--- src/logic/rxo_pkg.sv ---
// Shared types and constants for the receive output and fault flag block
package rxo_pkg;

  // Status word layout; bit positions follow the field order below
  typedef struct packed {
    logic       rsvd7;
    logic       rsvd6;
    logic       cmi_err;
    logic       sig_absent;
    logic       rx_unlock;
    logic       unused2;
    logic       tx_unlock;
    logic       fifo_fault;
  } rxo_stat_t;

  // Enables after reset: transmit unlock and code violation only
  localparam rxo_stat_t EN_RST      = 8'h22;
  // Sources that feed each interrupt output
  localparam rxo_stat_t TX_SRC_MASK = 8'h03;
  localparam rxo_stat_t RX_SRC_MASK = 8'h38;
  localparam rxo_stat_t STAT_RST    = 8'h00;

  // Bit slots within one nibble, counted in recovered line clock edges
  localparam logic [1:0] SLOT_FALL  = 2'h1;
  localparam logic [1:0] SLOT_CAPT  = 2'h3;
  localparam logic [1:0] SLOT_RST   = 2'h0;

  // Line rate over nibble clock rate: 155.52 MHz / 38.88 MHz
  localparam int unsigned LINE_PER_NIB = 4;
  // Frequency window in ppm beyond which lock counts as lost
  localparam int unsigned LOCK_PPM     = 1000;
  localparam int unsigned PPM_SCALE    = 1000000;

endpackage

--- src/logic/rxo_core.sv ---
// Receive nibble output, loss flags and fault interrupt outputs
`timescale 1ns/1ps

module rxo_core
  import rxo_pkg::*;
#(
  parameter int unsigned REF_HALF  = 2,
  parameter int unsigned LOCK_WIN  = 4000,
  parameter int unsigned EXP_EDGES = 1000
)
(
  // Clock and reset
  input  logic      ref_clk,
  input  logic      sys_rst,
  input  logic      por_n,
  // Recovered line from the clock recovery
  input  logic      line_clk_in,
  input  logic      line_data_in,
  // Analog and transmit side event levels
  input  logic      sig_absent_in,
  input  logic      cmi_violation_in,
  input  logic      tx_unlock_in,
  input  logic      fifo_fault_in,
  input  logic      fifo_recenter_n,
  // Mode and control
  input  logic      cmi_mode,
  input  logic      irq_enable_load,
  input  rxo_stat_t irq_enable_in,
  input  logic      status_read,
  // Outputs to the framer
  output logic [3:0] rx_nibble_data,
  output logic      rx_nibble_clock,
  output logic      signal_absent_flag,
  output logic      lock_lost_flag,
  output logic      tx_fault_irq_n,
  output logic      rx_fault_irq_n,
  output rxo_stat_t status_value,
  output rxo_stat_t irq_enable
);

  localparam int unsigned TOL_EDGES = (EXP_EDGES * LOCK_PPM) / PPM_SCALE;
  localparam int unsigned WIN_W = $clog2(LOCK_WIN + 1);
  localparam int unsigned DIV_W = $clog2(REF_HALF + 1);

  // Refuse settings the counters cannot serve
  if (REF_HALF < 1 || EXP_EDGES < 1 || 2 * EXP_EDGES > LOCK_WIN)
    $error("rxo_core: bad REF_HALF, LOCK_WIN or EXP_EDGES");

  ////////////////////////////////////////////////////////////////////////////
  // Input synchronisers; first stage is read only by the second
  logic [7:0] sync1_r;
  logic [7:0] sync2_r;
  logic [7:0] pins_w;

  assign pins_w = {por_n, line_clk_in, line_data_in, sig_absent_in,
                   cmi_violation_in, tx_unlock_in, fifo_fault_in, fifo_recenter_n};

  always_ff @(posedge ref_clk)
  begin
    if (sys_rst)
    begin
      sync1_r <= 8'h01;
      sync2_r <= 8'h01;
    end
    else
    begin
      sync1_r <= pins_w;
      sync2_r <= sync1_r;
    end
  end

  logic por_s, lclk_s, ldat_s, absent_s, cmiv_s, txul_s, ffault_s, recn_s;
  assign {por_s, lclk_s, ldat_s, absent_s, cmiv_s, txul_s, ffault_s, recn_s} = sync2_r;

  // Power-on reset, active low, folded into the core reset
  // active high core reset
  logic core_rst;
  assign core_rst = sys_rst | ~por_s;

  // Edge detectors on settled copies
  logic lclk_d_r, recn_d_r;
  always_ff @(posedge ref_clk)
  begin
    if (core_rst)
    begin
      lclk_d_r <= 1'b0;
      recn_d_r <= 1'b1;
    end
    else
    begin
      lclk_d_r <= lclk_s;
      recn_d_r <= recn_s;
    end
  end

  logic line_tick, recn_rise;
  assign line_tick = lclk_s & ~lclk_d_r;
  assign recn_rise = recn_s & ~recn_d_r;

  ////////////////////////////////////////////////////////////////////////////
  // Nibble assembly: shift in at the bottom so the first bit ends on top
  logic [2:0] shift_r;
  logic [1:0] slot_r;
  logic [3:0] hold_r;
  logic [3:0] data_r;
  logic       clk_r;
  logic [DIV_W-1:0] div_r;
  logic       ref_tick;

  always_ff @(posedge ref_clk)
  begin
    if (core_rst)
    begin
      shift_r <= 3'h0;
      slot_r  <= SLOT_RST;
      hold_r  <= 4'h0;
    end
    else if (line_tick)
    begin
      shift_r <= {shift_r[1:0], ldat_s};
      slot_r  <= slot_r + 2'h1;
      if (slot_r == SLOT_CAPT)
        hold_r <= {shift_r, ldat_s};
    end
  end

  // Reference divider; a one-cycle enable every REF_HALF cycles
  assign ref_tick = (div_r == DIV_W'(REF_HALF - 1));
  always_ff @(posedge ref_clk)
  begin
    if (core_rst)
      div_r <= '0;
    else
      div_r <= ref_tick ? '0 : div_r + DIV_W'(1);
  end

  // Clock source select: the recovered slots, or the reference when absent
  logic src_fall, src_rise;
  assign src_fall = signal_absent_flag ? (ref_tick & clk_r)
                                       : (line_tick & (slot_r == SLOT_FALL));
  assign src_rise = signal_absent_flag ? (ref_tick & ~clk_r)
                                       : (line_tick & (slot_r == SLOT_CAPT));

  always_ff @(posedge ref_clk)
  begin
    if (core_rst)
    begin
      clk_r  <= 1'b0;
      data_r <= 4'h0;
    end
    else if (src_fall)
    begin
      clk_r  <= 1'b0;
      data_r <= hold_r;
    end
    else if (src_rise)
      clk_r <= 1'b1;
  end

  assign rx_nibble_data  = data_r;
  assign rx_nibble_clock = clk_r;

  ////////////////////////////////////////////////////////////////////////////
  // Frequency check: count line edges per reference window
  logic [WIN_W-1:0] win_r;
  logic [WIN_W-1:0] edges_r;
  logic             lol_r;
  logic             win_end;
  logic             off_rate;

  assign win_end  = (win_r == WIN_W'(LOCK_WIN - 1));
  assign off_rate = (edges_r > WIN_W'(EXP_EDGES + TOL_EDGES)) ||
                    (edges_r < WIN_W'(EXP_EDGES - TOL_EDGES));

  always_ff @(posedge ref_clk)
  begin
    if (core_rst)
    begin
      win_r   <= '0;
      edges_r <= '0;
      lol_r   <= 1'b0;
    end
    else if (win_end)
    begin
      win_r   <= '0;
      edges_r <= WIN_W'(line_tick); // End cycle's edge opens the next window, none is lost
      lol_r   <= off_rate;
    end
    else
    begin
      win_r   <= win_r + WIN_W'(1);
      edges_r <= edges_r + WIN_W'(line_tick);
    end
  end

  assign lock_lost_flag = lol_r;

  // Absence detector is only trusted on the coded electrical line
  // CMI mode only
  logic absent_r;
  always_ff @(posedge ref_clk)
  begin
    if (core_rst)
      absent_r <= 1'b0;
    else
      absent_r <= absent_s & cmi_mode;
  end
  assign signal_absent_flag = absent_r;

  ////////////////////////////////////////////////////////////////////////////
  // Events, sticky status and enables
  rxo_stat_t ev_w, stat_r, stat_nxt, en_r;

  assign ev_w = '{rsvd7: 1'b0, rsvd6: 1'b0, cmi_err: cmiv_s, sig_absent: absent_r,
                  rx_unlock: lol_r, unused2: 1'b0, tx_unlock: txul_s,
                  fifo_fault: ffault_s};

  // Set wins over the read clear; recenter low holds the FIFO bit clear
  // cleared on read
  always_comb
  begin
    stat_nxt = (status_read ? STAT_RST : stat_r) | ev_w;
    if (!recn_s)
      stat_nxt.fifo_fault = 1'b0;
  end

  always_ff @(posedge ref_clk)
  begin
    if (core_rst)
    begin
      stat_r <= STAT_RST;
      en_r   <= EN_RST;
    end
    else
    begin
      stat_r <= stat_nxt;
      if (irq_enable_load)
        en_r <= irq_enable_in;
    end
  end

  assign status_value = stat_r;
  assign irq_enable   = en_r;

  ////////////////////////////////////////////////////////////////////////////
  // Interrupt latches; cause of the transmit one kept for the FIFO clear
  logic tx_pend_r, rx_pend_r, tx_other_r;
  logic tx_ev, rx_ev, tx_fifo_ev;

  assign tx_ev      = |(ev_w & en_r & TX_SRC_MASK);
  assign rx_ev      = |(ev_w & en_r & RX_SRC_MASK);
  assign tx_fifo_ev = ev_w.fifo_fault & en_r.fifo_fault;

  always_ff @(posedge ref_clk)
  begin
    if (core_rst)
    begin
      tx_pend_r  <= 1'b0;
      tx_other_r <= 1'b0;
    end
    else if (tx_ev)
    begin
      tx_pend_r  <= 1'b1;
      tx_other_r <= (tx_other_r & ~status_read) | (tx_ev & ~tx_fifo_ev)
                    | ev_w.tx_unlock & en_r.tx_unlock;
    end
    else if (status_read || (recn_rise && !tx_other_r))
    begin
      tx_pend_r  <= 1'b0;
      tx_other_r <= 1'b0;
    end
  end

  always_ff @(posedge ref_clk)
  begin
    if (core_rst)
      rx_pend_r <= 1'b0;
    else if (rx_ev)
      rx_pend_r <= 1'b1;
    else if (status_read)
      rx_pend_r <= 1'b0;
  end

  assign tx_fault_irq_n = ~tx_pend_r;
  assign rx_fault_irq_n = ~rx_pend_r;
endmodule

--- config.mk ---
export PLATFORM = sky130hd
export DESIGN_NAME = rxo_core
export DESIGN_NICKNAME = d
export VERILOG_FILES = /design/src/logic/rxo_pkg.sv /design/src/logic/rxo_core.sv
export SDC_FILE = /design/constraint.sdc
export NUM_CORES = 1
export LEC_CHECK = 0
export BUFFER_PORTS_ARGS = -buffer_cell sky130_fd_sc_hd__buf_2
export CAP_MARGIN = 20
export CORE_ASPECT_RATIO = 2
export CORE_MARGIN = 2
export CORE_UTILIZATION = 55
export CTS_CLUSTER_DIAMETER = 120
export CTS_CLUSTER_SIZE = 24
export DETAILED_ROUTE_END_ITERATION = 12
export GPL_ROUTABILITY_DRIVEN = 0
export GPL_TIMING_DRIVEN = 1
export PLACE_DENSITY_LB_ADDON = 0.3
export SLEW_MARGIN = 20
export SYNTH_ARGS = -nofsm -noshare
export SYNTH_HDL_FRONTEND = slang
export SYNTH_SLANG_ARGS = --single-unit
--- constraint.sdc ---
create_clock -name ref_clk -period 2.18 [get_ports ref_clk]
set_input_delay 0.218 -clock ref_clk [delete_from_list [all_inputs] [get_ports ref_clk]]
set_output_delay 0.218 -clock ref_clk [all_outputs]
set_load 0.01 [all_outputs]
==> impl_metrics.yaml <==
finish:
  drive_gt1_frac: 0.207
  area_growth_pct: 16.2
  antennaDiodeCount: 0
  design_area_um2: 3280
  nNetsFinal: 360
floorplanning:
  core_um2: 4910
  rows: 36
  die_w_um: 54.7
  die_y_um: 105
  dieArea_um2: 5760
  design.portCount: 46
  start_util: 0.575
routing:
  vias: 2037
  drc: 0
  drtAntennaViolNets: 0
  vias_per_cell: 5.16
  wirelength_mm: 4.79
  initialDrtViolationCount: 43
  first_pass_iters: 4
  wl_per_cell_um: 12.1
clock_tree:
  clk_pin_slew_ps: 80
  ctsHoldBuffers: 0
  clk_latency_ps: 340
  cts_tree: "yes"
  htree_levels: 3
  post_cts_buffers: 0
  cts_inserted_buffers: 9
  clock_path_buffers: 2
  cts_root_buf: "clkbuf_8"
  cts_sinks: 76
  cts_resized: 0
worst_setup_path:
  path_class: "register to register"
  crit_path_start_kind: "register"
  path_cells: "ha_1 > nand4_4 > nor4_4 > or2b_1 > buf_4 > nor2_1"
  slowest_delay_ps: 370
  ff2ff_setup_slack_ps: 460
  crit_arrival_ps: 1950
  worst_setup_path_end_kind: "register"
  cp_slowest_cell: "dfxtp_1"
  crit_fanout: 21
  cp.required_ps: 2400
sta:
  drv_slew: 0
  rsz0062_at_grt: "false"
  fmax_mhz: 580
  min_period_ps: 1720
  final.setup.tns_ps: 0
  setup-violations-final: 0
  hold_violations: 0
  finClkSkew_ps: 9.09
  period_share: 0.791
power_and_ir_drop:
  p_per_area_nw_per_um2: 784
  p_int_mw: 2.01
  switching_share: 0.219
  pwr-share-seq: 0.548
  leakage_nw: 1.26
  clkPwrFrac: 0.422
  finalPower_mw: 2.57
  peakVddDrop_uv: 753
  p_comb_frac: 0.029
  p_sw_uw: 562
synthesis:
  avgSynthCellArea_um2: 9.87
  ys_seq_elements: 76
  syn_area_um2: 2820
  ys_types: 39
  synth_top_area_cell: "dfxtp_1"
  yosysSeqAreaShare: 0.539
  yosys_warnings: 0
  synth_area_leaders: "dfxtp_1, nor2_1, mux2i_1"
  synthCells: 286
  synth_top_area_share: 0.539
place:
  port-buffer-count: 42
  dp_hpwl_mm: 3.47
  placed_cell_area_um2: 3070
global_routing:
  groute.usage.overall: 0.191
  grt_first_pass_wirelength_mm: 8.17
  grt_pass1_vias: 1954
  grt_max_degree: 22
  overflow: 0
  antenna_found_initial: 0
worst_hold_path:
  hold_path_class: "input port to register"
job:
  max_cap_violations: 0
status:
  status: "completed"
==> routing by layer <==
layer	wire, um	vias to the layer above	global-route usage
met3	224	11	0.0482
li1	-	1037	-
met1	1870	940	0.199
met5	0	-	0
met2	2580	49	0.327
met4	128	0	0.102
==> per-stage QoR <==
step | hold slack, ps | instances | setup WS (ps) | utilization
5_1_grt | 55.3 | 395 | 301 | 0.668
3_5_place_dp | 396 | 379 | 454 | 0.626
6_report | 65.3 | 395 | 456 | 0.668
2_1_floorplan | 290 | 288 | 315 | -
3_3_place_gp | 396 | 379 | 485 | 0.626
4_1_cts | 55.8 | 395 | 447 | 0.668
==> cells in the final DEF, fill, tap and decap left out, types with 7 or more instances in the layout <==
cell type / n
nor2b_1: 17
nand3_1: 12
inv_1: 9
nor3_1: 8
nor2_1: 48
nand2_1: 18
xnor2_1: 14
xor2_1: 7
clkbuf_8: 10
mux2i_1: 16
a21oi_1: 11
dfxtp_1: 76
buf_2: 42
==> power by group through the flow <==
stage	clock network, mW	registers [mW]	logic, mW
final	1.09	1.41	0.0756
after global routing	1.18	1.41	0.0860
after CTS	1.11	1.41	0.0771
after detailed placement	0	1.44	0.0767
after global placement	0	1.44	0.0762
after floorplan	0	1.44	0.0513
==> cells in the mapped netlist (all sizes together) <==
master and count:
ha 6, nor4 4, a22oi 2, a2111oi 1, nand4 5, nor3 8, a21oi 11, and4 2
a32o 1, or2 2, buf 7, conb 1, nand2b 1, or3b 1, nand3b 1, a31oi 1
nor2b 17, nand3 12, and3 1, dfxtp 76, o311ai 1, nor2 48, a211oi 2, o211a 1
clkbuf 6, inv 9, mux2i 16, nand4b 1, xnor2 14, or2b 2, and2 1, xor2 7
nand2 18
==> worst max-delay path, delay by kind of cell (launching register included) <==
| family | cells | cell delay (ps) |
|---|---|---|
| fa+ha+maj | 1 | 260 |
| buf+inv | 1 | 240 |
| flops | 1 | 370 |
| simple gates | 4 | 730 |
==> worst paths after layout <==
kind / cells past startpoint / to / from
worst max-delay path: 6 / win_r[8] / win_r[0]
worst min-delay path: 2 / sync1_r[0] / fifo_recenter_n
worst max register to register: 6 / win_r[8] / win_r[0]
worst min register to register: 1 / sync2_r[0] / sync1_r[0]
==> logic make-up (layout without fill, tap and decap cells) <==
kind of cell    count (synthesis)  after routing  synth area share
simple gates                  124            124             0.224
flops                          76             76             0.539
buf+inv                        22             72            0.0394
xor+xnor                       21             21            0.0652
compound gates                 20             20            0.0479
mux                            16             16            0.0567
fa+ha+maj                       6              6            0.0266
other cells                     1              3           0.00133
==> sequential cells by signal, indices dropped and copies added (netlist names), 2 cells and up <==
signal and cells:
edges_r 12, win_r 12, irq_enable 8, sync1_r 8
sync2_r 8, status_value 5, hold_r 4, rx_nibble_data 4
shift_r 3, div_r 2, slot_r 2
==> final cells by class <==
cell class / instances / area (um^2)
Fill cell: 419 / 1630
Sequential cell: 76 / 1520
Multi-Input combinational cell: 190 / 1200
Timing Repair Buffer: 47 / 248
Clock buffer: 10 / 138
Clock inverter: 6 / 71.3
Tap cell: 57 / 71.3
Inverter: 9 / 33.8
No activity file was read; power rests on OpenSTA's default activity.
